### src/inc/sdd_pkg.sv
// Constants shared by the supply drop detector modules
`default_nettype none
package sdd_pkg;
    // System clock rate
    localparam int unsigned CLK_HZ = 200_000_000;
    // Nominal oscillator rate and the clock cycles per oscillator tick
    localparam int unsigned OSC_HZ = 32_768;
    localparam int unsigned OSC_DIV_DFLT = CLK_HZ / OSC_HZ;
    localparam int unsigned DIV_W = 13;
    // Sampling window length in microseconds, and in oscillator ticks, rounded up
    localparam int unsigned WIN_US = 15_600;
    localparam int unsigned WIN_TICKS = (WIN_US * OSC_HZ + 999_999) / 1_000_000;
    // Oscillator ticks in one second
    localparam int unsigned SEC_TICKS = OSC_HZ;
    localparam int unsigned SEC_W = 15;
    // Bit of the second counter that toggles at 1 Hz
    localparam int unsigned HZ_BIT = SEC_W - 1;
    // Reset values
    localparam logic RST_LATCH = 1'b0;
    localparam logic RST_SUSP = 1'b0;
    localparam logic RST_FLAG = 1'b0;
    localparam logic RST_POR = 1'b1;
    localparam logic RST_INT_N = 1'b1;
endpackage : sdd_pkg
`default_nettype wire

### src/inc/sdd_tb_if.sv
// Timebase signals passed from the oscillator divider to the detector logic
`timescale 1ns/10ps
`default_nettype none
interface sdd_tb_if;
    logic win;
    logic win_end;
    logic hz;
    modport src (output win, output win_end, output hz);
    modport snk (input win, input win_end, input hz);
endinterface : sdd_tb_if
`default_nettype wire

### src/hdl/sdd_timebase.sv
// Oscillator divider chain producing the tick, sampling window and 1 Hz signal
`timescale 1ns/10ps
`default_nettype none
module sdd_timebase #(
    parameter logic [sdd_pkg::DIV_W-1:0] OSC_DIV = sdd_pkg::DIV_W'(sdd_pkg::OSC_DIV_DFLT)
) (
    input wire logic clk_i,
    input wire logic rstn_i,
    sdd_tb_if.src tb
);
    import sdd_pkg::*;

    logic [DIV_W-1:0] div_cnt;
    logic [SEC_W-1:0] sec_cnt;
    logic tick;
    logic win;
    logic win_end;
    wire div_last = (div_cnt == OSC_DIV - DIV_W'(1));
    wire sec_last = (sec_cnt == SEC_W'(SEC_TICKS - 1));
    wire win_last = (sec_cnt == SEC_W'(WIN_TICKS - 1));
    wire [DIV_W-1:0] next_div_cnt = div_last ? '0 : div_cnt + DIV_W'(1);
    wire [SEC_W-1:0] next_sec_cnt = sec_last ? '0 : sec_cnt + SEC_W'(1);

    always_ff @(posedge clk_i or negedge rstn_i) begin
        if (!rstn_i) begin
            div_cnt <= '0;
            sec_cnt <= '0;
            tick <= 1'b0;
        end else begin
            div_cnt <= next_div_cnt;
            tick <= div_last;
            if (tick) begin
                sec_cnt <= next_sec_cnt;
            end
        end
    end

    // Window covers the first ticks of every second
    always_comb begin
        win = (sec_cnt < SEC_W'(WIN_TICKS));
        win_end = tick && win_last;
    end

    assign tb.win = win;
    assign tb.win_end = win_end;
    assign tb.hz = sec_cnt[HZ_BIT];

    a_win_end_pos: assert property (@(posedge clk_i) disable iff (!rstn_i)
        win_end |=> !win && sec_cnt == SEC_W'(WIN_TICKS))
        else $error("window did not close after its last tick");

    a_tick_spacing: assert property (@(posedge clk_i) disable iff (!rstn_i)
        tick |=> !tick)
        else $error("oscillator ticks back to back");
endmodule // sdd_timebase
`default_nettype wire

### src/hdl/sdd_top.sv
// Supply drop detector: periodic sampling, drop latch, status flag and 1 Hz power-on output
//
// Notes on behaviour
// Comparator enabled 15.6 ms once each second
// Drop sets latch and suspends sampling
// Status read copies latch, resumes sampling
// Latch held until initialization or status read
// Latched state shown as supply drop flag
// First read 1, later good window clears
// Power-on drives 1 Hz on interrupt output
// Host may skip reset on backup power
// Host should check test flag on noise
// Host talks only after power is stable
// Window derived from 32768 Hz divider chain
`timescale 1ns/10ps
`default_nettype none
module sdd_top #(
    parameter logic [sdd_pkg::DIV_W-1:0] OSC_DIV = sdd_pkg::DIV_W'(sdd_pkg::OSC_DIV_DFLT)
) (
    input wire logic clk_i,
    input wire logic rstn_i,
    // Comparator result: supply below drop_threshold
    input wire logic cmp_low_i,
    // Decoded serial commands, one-cycle pulses
    input wire logic init_i,
    input wire logic stat_rd_i,
    input wire logic cmd_i,
    output logic cmp_en_o,
    output logic supply_drop_flag_o,
    output logic int_n_o
);
    import sdd_pkg::*;

    sdd_tb_if tb ();

    sdd_timebase #(
        .OSC_DIV(OSC_DIV)
    ) u_timebase (
        .clk_i(clk_i),
        .rstn_i(rstn_i),
        .tb(tb)
    );

    logic supply_drop_latch;
    logic susp;
    logic por;
    logic cmp_en;
    logic flag;
    logic int_n;

    // A sample counts only while sampling is armed
    wire drop_now = cmp_en && cmp_low_i && !susp;

    // Initialization wins; a drop in the same cycle as a read keeps sampling stopped
    wire next_susp = init_i ? 1'b0 :
                     drop_now ? 1'b1 :
                     stat_rd_i ? 1'b0 :
                     susp;

    // A completed good window clears the latch once sampling is armed again
    wire good_end = tb.win_end && !susp && !drop_now;

    wire next_latch = init_i ? 1'b0 :
                      drop_now ? 1'b1 :
                      good_end ? 1'b0 :
                      supply_drop_latch;

    // Comparator stays idle outside the window and while suspended
    wire next_cmp_en = tb.win && !tb.win_end && !next_susp;

    // Status read shifts out the latch as it stood before this cycle
    wire next_flag = init_i ? 1'b0 :
                     stat_rd_i ? supply_drop_latch :
                     flag;

    wire next_por = por && !init_i;

    // Active low 1 Hz square wave while the power-on state lasts
    wire next_int_n = next_por ? !tb.hz : 1'b1;

    always_ff @(posedge clk_i or negedge rstn_i) begin
        if (!rstn_i) begin
            supply_drop_latch <= RST_LATCH;
            susp <= RST_SUSP;
            flag <= RST_FLAG;
            por <= RST_POR;
        end else begin
            supply_drop_latch <= next_latch;
            susp <= next_susp;
            flag <= next_flag;
            por <= next_por;
        end
    end

    always_ff @(posedge clk_i or negedge rstn_i) begin
        if (!rstn_i) begin
            cmp_en <= 1'b0;
            int_n <= RST_INT_N;
        end else begin
            cmp_en <= next_cmp_en;
            int_n <= next_int_n;
        end
    end

    assign cmp_en_o = cmp_en;
    assign supply_drop_flag_o = flag;
    assign int_n_o = int_n;

    // Helper: clock cycles the comparator has been enabled in a row
    logic [31:0] en_run;
    always_ff @(posedge clk_i or negedge rstn_i) begin
        if (!rstn_i) begin
            en_run <= '0;
        end else begin
            en_run <= cmp_en ? en_run + 32'h1 : '0;
        end
    end

    a_en_in_window: assert property (@(posedge clk_i) disable iff (!rstn_i)
        cmp_en_o |-> $past(tb.win) && !susp)
        else $error("comparator enabled outside the sampling window");

    a_en_run_bound: assert property (@(posedge clk_i) disable iff (!rstn_i)
        en_run <= 32'(WIN_TICKS) * 32'(OSC_DIV))
        else $error("comparator enabled longer than one window");

    a_drop_latches: assert property (@(posedge clk_i) disable iff (!rstn_i)
        cmp_en_o && cmp_low_i && !init_i |=> supply_drop_latch && susp && !cmp_en_o)
        else $error("drop did not set latch and stop sampling");

    a_susp_no_sample: assert property (@(posedge clk_i) disable iff (!rstn_i)
        susp && !stat_rd_i && !init_i |=> !cmp_en_o && susp)
        else $error("sampling while suspended");

    a_read_copies: assert property (@(posedge clk_i) disable iff (!rstn_i)
        stat_rd_i && !init_i && !drop_now
        |=> supply_drop_flag_o == $past(supply_drop_latch) && !susp)
        else $error("status read did not copy latch and resume");

    a_other_cmd_keeps: assert property (@(posedge clk_i) disable iff (!rstn_i)
        susp && cmd_i && !stat_rd_i && !init_i |=> susp)
        else $error("other command resumed sampling");

    a_latch_held: assert property (@(posedge clk_i) disable iff (!rstn_i)
        supply_drop_latch && susp && !init_i |=> supply_drop_latch)
        else $error("latch lost while suspended");

    a_flag_stable: assert property (@(posedge clk_i) disable iff (!rstn_i)
        !stat_rd_i && !init_i |=> $stable(supply_drop_flag_o))
        else $error("flag changed without a status read");

    a_good_clears: assert property (@(posedge clk_i) disable iff (!rstn_i)
        tb.win_end && !susp && !drop_now && !init_i |=> !supply_drop_latch)
        else $error("good window did not clear the latch");

    a_por_hz_out: assert property (@(posedge clk_i) disable iff (!rstn_i)
        por && !init_i |=> int_n_o == !$past(tb.hz))
        else $error("power-on 1 Hz output wrong");

    a_int_idle: assert property (@(posedge clk_i) disable iff (!rstn_i)
        !por |=> int_n_o)
        else $error("interrupt output active after power-on state ended");
endmodule // sdd_top
`default_nettype wire

### config.mk
export PLATFORM = sky130hd
export DESIGN_NAME = sdd_top
export DESIGN_NICKNAME = d
export VERILOG_FILES = /design/src/inc/sdd_pkg.sv /design/src/inc/sdd_tb_if.sv /design/src/hdl/sdd_timebase.sv /design/src/hdl/sdd_top.sv
export SDC_FILE = /design/constraint.sdc
export NUM_CORES = 1
export LEC_CHECK = 0
export BUFFER_PORTS_ARGS = -buffer_cell sky130_fd_sc_hd__buf_2
export CAP_MARGIN = 15
export CELL_PAD_IN_SITES_DETAIL_PLACEMENT = 1
export CELL_PAD_IN_SITES_GLOBAL_PLACEMENT = 2
export CORE_UTILIZATION = 37
export CTS_BUF_LIST = sky130_fd_sc_hd__clkbuf_8
export DETAILED_ROUTE_END_ITERATION = 6
export PLACE_DENSITY = 0.83
export SYNTH_ARGS = -nofsm -noshare
export SYNTH_HDL_FRONTEND = slang
export SYNTH_SLANG_ARGS = --single-unit
### constraint.sdc
create_clock -name clk_i -period 1.8 [get_ports clk_i]
set_input_delay 0.09 -clock clk_i [delete_from_list [all_inputs] [get_ports clk_i]]
set_output_delay 0.09 -clock clk_i [all_outputs]
set_load 0.1 [all_outputs]
# --- Word-level counts from Yosys, hierarchy flattened ---
# Index checks and enable logic that the tools add are counted.
classes:
  n_addsub: 2
  n_lt_le_gt_ge: 1
  n_eq_ne: 3
  mux: 11
  reduce_logical: 16
op_table:
  columns: ["op", "n"]
  rows:
  - ["adder 15 x 1 -> 15 bit (second input constant)", 1]
  - ["== test 15 bit (second input constant)", 1]
  - ["== test 15 x 9 -> 1 bit (second input constant)", 1]
  - ["less-than comparator 15 x 10 -> 1 bit (second input constant)", 1]
  - ["two-way mux 15 bit", 1]
  - ["adder 13 x 1 -> 13 bit (second input constant)", 1]
  - ["== test 13 bit (second input constant)", 1]
  - ["two-way mux 13 bit", 1]
  - ["two-way mux 1 bit", 9]
  - ["logical AND 1 bit", 8]
  - ["zero test 1 bit", 6]
  - ["nonzero test 3 bit", 1]
  - ["nonzero test 2 bit", 1]
totals:
  regBits: 35
  input_bits: 6
  out_inout_bits: 3

# --- Depth between registers and ports, before layout ---
depth:
  word_depth: 7
  depth_mapped: 7
  mapped_depth_nobuf: 6

# --- Cells and area by module ---
# A second synthesis with hierarchy kept.
hier_totals:
  hier_cells: 152
  area_unflattened_um2: 1652.8
modules_own_cells:
  columns: ["mod", "instances", "cells_per_inst", "area_per_inst_um2", "seq_area_each_um2"]
  rows:
  - ["sdd_timebase", 1, 135, 1415.1, 725.7]
  - ["sdd_top", 1, 17, 237.7, 152.6]

# --- Worst setup path before layout ---
# No wires, ideal clock.
synth_path:
  kind: "flip-flop to flip-flop"
  start: "register u_timebase.div_cnt[0]"
  end: "register u_timebase.div_cnt[9]"
  setup_ns: 0.124
  arrival_time_ns: 1.594
  t_required_ns: 1.676
  setup_slack_ns: 0.081
  stages_incl_launch_ff: 8
  period_less_slack_ns: 1.719
  cell_sequence: "dfrtp_1 inv_1 ha_1 or4b_4 nor4_4 buf_6 nand3b_1 nand3_1"
synth_via:
  elab_chain_len: 2
synth_lines:
  columns: ["element", "line", "rtl"]
  rows:
  - ["from (decl)", "sdd_timebase.sv:13", "logic [DIV_W-1:0] div_cnt;"]
  - ["from (signal assigned)", "sdd_timebase.sv:30", "div_cnt <= next_div_cnt;"]
  - ["== test 13 bit", "sdd_timebase.sv:18", "wire div_last = (div_cnt == OSC_DIV - DIV_W'(1));"]
  - ["via u_timebase.div_last", "sdd_timebase.sv:18", null]
  - ["two-way mux 13 bit", "sdd_timebase.sv:21", "wire [DIV_W-1:0] next_div_cnt = div_last ? '0 : div_cnt + DIV_W'(1);"]
  - ["via u_timebase.next_div_cnt[9]", "sdd_timebase.sv:21", null]
# The timed path passes the listed nets, and every way through them passes these cells.
# A chain may end at the register's enable or synchronous reset.

# --- Worst setup path after layout ---
layout_path:
  start: "register u_timebase.div_cnt[0]"
  end: "register u_timebase.div_cnt[10]"
layout_via:
  elab_chain_len: 2
layout_lines:
  columns: ["element", "line"]
  rows:
  - ["adder 13 x 1 -> 13 bit / == test 13 bit (equally long branches)", "sdd_timebase.sv:21, sdd_timebase.sv:18"]
  - ["two-way mux 13 bit (*)", "sdd_timebase.sv:21"]
  - ["via u_timebase.next_div_cnt[10]", "sdd_timebase.sv:21"]
# The timed path passes the listed nets; every way through them passes the cells marked *.

==> flow_metrics.tcl <==
set metrics [dict create \
    initialDrtViolationCount 33 \
    synth_flop_cell "sky130_fd_sc_hd__dfrtp_1" \
    clock_path_buffers 2 \
    mappedNetlistNets 161 \
    start_util 0.395 \
    finalMaxSlewViolations 0 \
    final-hold-violation-count 0 \
    flow.area_growth_from_synthesis_pct 15.4 \
    drt_wl_total_um 3210 \
    synth_area_in_compound_gates 0.0357 \
    fin_util 0.455 \
    post-route-period-util 0.960 \
    share_clk_of_total_power 0.414 \
    netlist_area_um2 1610 \
    dominant_combinational_cell_family_by_area_after_synthesis "simple AND/OR/NAND/NOR gates" \
    syn-instance-count 152 \
    path_class "flop to flop" \
    cp_slowest_stage_delay_ps 470 \
    cap_violations 0 \
    gp_congestion 0.706 \
    reg2reg_to "u_timebase.div_cnt[10]$_DFF_PN0_" \
    floorplan.io_pins 9 \
    route.detailed.drc 0 \
    cp-startpoint "u_timebase.div_cnt[0]$_DFF_PN0_" \
    power_density_nw_per_um2 785 \
    finish.cell_count_without_fillers 223 \
    classification_of_the_worst_slack_hold_path "input port to flop" \
    layout.filler_cells 460 \
    tritoncts "done" \
    critical_path.reg2reg.startpoint "u_timebase.div_cnt[0]$_DFF_PN0_" \
    total_power_mw 1.46 \
    power_leakage_nw 0.806 \
    synth.mux.area_fraction 0.0124 \
    final.hold.worst_slack_ps 109 \
    number_of_warning_messages_in_the_yosys_log 0 \
    critical_path.endpoint_type "flop" \
    via_per_inst 5.25 \
    ff_latch_area_um2 878 \
    seq_power_share 0.546 \
    post_synth.cell_area_avg_um2 10.6 \
    synth_simple_gate_area_share 0.254 \
    synth-edff-count 0 \
    vias_in_the_first_global_route 1229 \
    finalNetCount 181 \
    die_area_um2 4630 \
    cts_inserted_buffers 5 \
    slew_headroom 0.482 \
    drive_above_1_share 0.145 \
    grt_setup_unrepaired "no" \
    cpMaxStageDelayCell "sky130_fd_sc_hd__or4b_4" \
    synth_fa_ha_area_frac 0.0233 \
    seq_area_frac_synth 0.545 \
    worstSkewPairLatency_ps 280 \
    port-buffer-count 7 \
    mostFrequentLayoutCell "sky130_fd_sc_hd__dfrtp_1" \
    number_of_antenna_violations_at_the_first_check_in_global_routing 0 \
    yosys.area_share.xor_xnor 0.109 \
    dp_cells 213 \
    timing.critical_path.arrival_ps 1900 \
    tightestPinTransition_ps 776 \
    cts_max_level 2 \
    drt.antenna.violating_nets 0 \
    floorplan.rows 23 \
    clock_tree.root_cell "sky130_fd_sc_hd__clkbuf_8" \
    final_cell_area_um2 1860 \
    p_switching_uw 311 \
    synth.ff_latch_count 35 \
    required_time_of_the_worst_setup_path_ps 1970 \
    dp_hpwl_um 2330 \
    multiInputGateArea_um2 701 \
    ant_diodes 0 \
    asyncSetResetFlopFracSynth 1.00 \
    grt_pass1_wl_um 5500 \
    intPower_mw 1.15 \
    layout_setup_ws_ps 71.8 \
    min_period_ps 1730 \
    dpl-instance-area_um2 1740 \
    outcome "complete, no violations" \
    grt_start_max_net_pins 36 \
    timing.critical_path.cells "inv_1 > ha_1 > or4b_4 > nor4_4 > a311oi_1 > a41o_1" \
    gr-usage-all-layers 0.166 \
    timing.clock.skew_ps 3.52 \
    detailroute.via_count 1171 \
    detailedRoute.firstPassIterationCount 3 \
    irDropWorstVdd_v 0.000441 \
    critical_path.endpoint "u_timebase.div_cnt[10]$_DFF_PN0_" \
    achievable-frequency_mhz 579 \
    cts.clk_slew.worst_paths_ps 60 \
    synth_cell_types 32 \
    final-setup-viol-count 0 \
    most-common-layout-cells "sky130_fd_sc_hd__dfrtp_1 (33), sky130_fd_sc_hd__nor2_1 (17), sky130_fd_sc_hd__xnor2_1 (16), sky130_fd_sc_hd__nand2_1 (13), sky130_fd_sc_hd__nand3_1 (13)" \
    remaining_global_route_overflow 0 \
    reg2reg_setup_slack_ps 70 \
    core_area_um2 4090 \
    p_comb_frac 0.040 \
    dpl_worst_slack_ps 13.1 \
    die-height_um 68.0 \
    start_kind "flop" \
    avgRoutedWirePerCell_um 14.4 \
    rr_worst_depth 6 \
    die-width_um 68.0 \
    p_sw_frac 0.213 \
    worst-path-max-fanout 5 \
    timing.hold.worst_path_depth 3 \
    setup-tns-final_ps 0 \
    number_of_sinks_on_the_clock_net 35 \
]
## worst min-delay path by stage
stage | from | end | slack, ps
after CTS | cmp_low_i | supply_drop_latch$_DFFE_PN0P_ | 100
after global routing | cmp_low_i | supply_drop_latch$_DFFE_PN0P_ | 120
final | cmp_low_i | supply_drop_latch$_DFFE_PN0P_ | 110
after global placement | rstn_i | supply_drop_flag_o$_DFFE_PN0P_ | 200
after floorplan | rstn_i | cmp_en_o$_DFF_PN0_ | -210
after detailed placement | rstn_i | u_timebase.sec_cnt[14]$_DFFE_PN0P_ | 210
## state kept, by name, summed over array words and instances (netlist names)
signal              count
supply_drop_flag_o      1
supply_drop_latch       1
cmp_en_o                1
u_timebase.tick         1
u_timebase.sec_cnt     15
int_n_o                 1
susp                    1
por                     1
u_timebase.div_cnt     13
## layout make-up
class | count | area share
clock buffers | 7 | 0.0518
clock inverters | 1 | 0.00202
inverters | 5 | 0.0101
multi-input cells | 110 | 0.377
flip-flops and latches | 35 | 0.472
well taps | 50 | 0.0336
repair buffers | 15 | 0.0538
## kinds of logic (layout without fill, tap and decap cells)
kind of cell / after synthesis / count (layout)
XOR/XNOR: 20 / 20
adder cells (fa/ha/maj): 3 / 3
multiplexers: 2 / 2
AO/OA/AOI/OAI: 9 / 9
AND/OR/NAND/NOR: 76 / 76
buffers and inverters: 7 / 28
flip-flops: 35 / 35
## worst max-delay path: cells and delay by family, from the launching register on
family | cells | cell delay [ps]
and+or+nand+nor | 2 | 720
adders and majority gates | 1 | 140
DFF | 1 | 380
AOI/OAI and AO/OA | 2 | 330
buffers and inverters | 1 | 60
## Yosys cell counts, types with 4 or more instances
master | n | area, um2
sky130_fd_sc_hd__nand3_1 | 13 | 65.1
sky130_fd_sc_hd__nor4_1 | 4 | 25.0
sky130_fd_sc_hd__inv_1 | 5 | 18.8
sky130_fd_sc_hd__xor2_1 | 4 | 35.0
sky130_fd_sc_hd__nor3_1 | 7 | 35.0
sky130_fd_sc_hd__nand4_1 | 5 | 31.3
sky130_fd_sc_hd__dfrtp_1 | 33 | 826
sky130_fd_sc_hd__nand2_1 | 13 | 48.8
sky130_fd_sc_hd__xnor2_1 | 16 | 140
sky130_fd_sc_hd__nor2_1 | 17 | 63.8
sky130_fd_sc_hd__nand2b_1 | 4 | 25.0
## power groups by stage
| stage | logic [mW] | clock network, mW | registers, mW |
|---|---|---|---|
| floorplan | 0.00903 | 0 | 0.833 |
| global placement | 0.0558 | 0 | 0.812 |
| detailed placement | 0.0575 | 0 | 0.812 |
| CTS | 0.0611 | 0.627 | 0.797 |
| global route | 0.0655 | 0.662 | 0.797 |
| finish | 0.0592 | 0.605 | 0.798 |
## per-layer routing
layer  up-vias  routed length, um  GRT usage  part of all wire
met5         -                  0          0                 0
met4         0                 72     0.0964             0.022
met3         7                 82     0.0400             0.026
met2        13               1560      0.272              0.49
met1       587               1500      0.198              0.47
li1        564                  -          -                 -
## repair_timing
action	CTS	global route
hold endpoints to repair	34	0
resized for setup	0	0
setup endpoints to repair	0	9
setup buffers	0	0
hold buffers	2	0
Power figures use the tool's default switching activity.
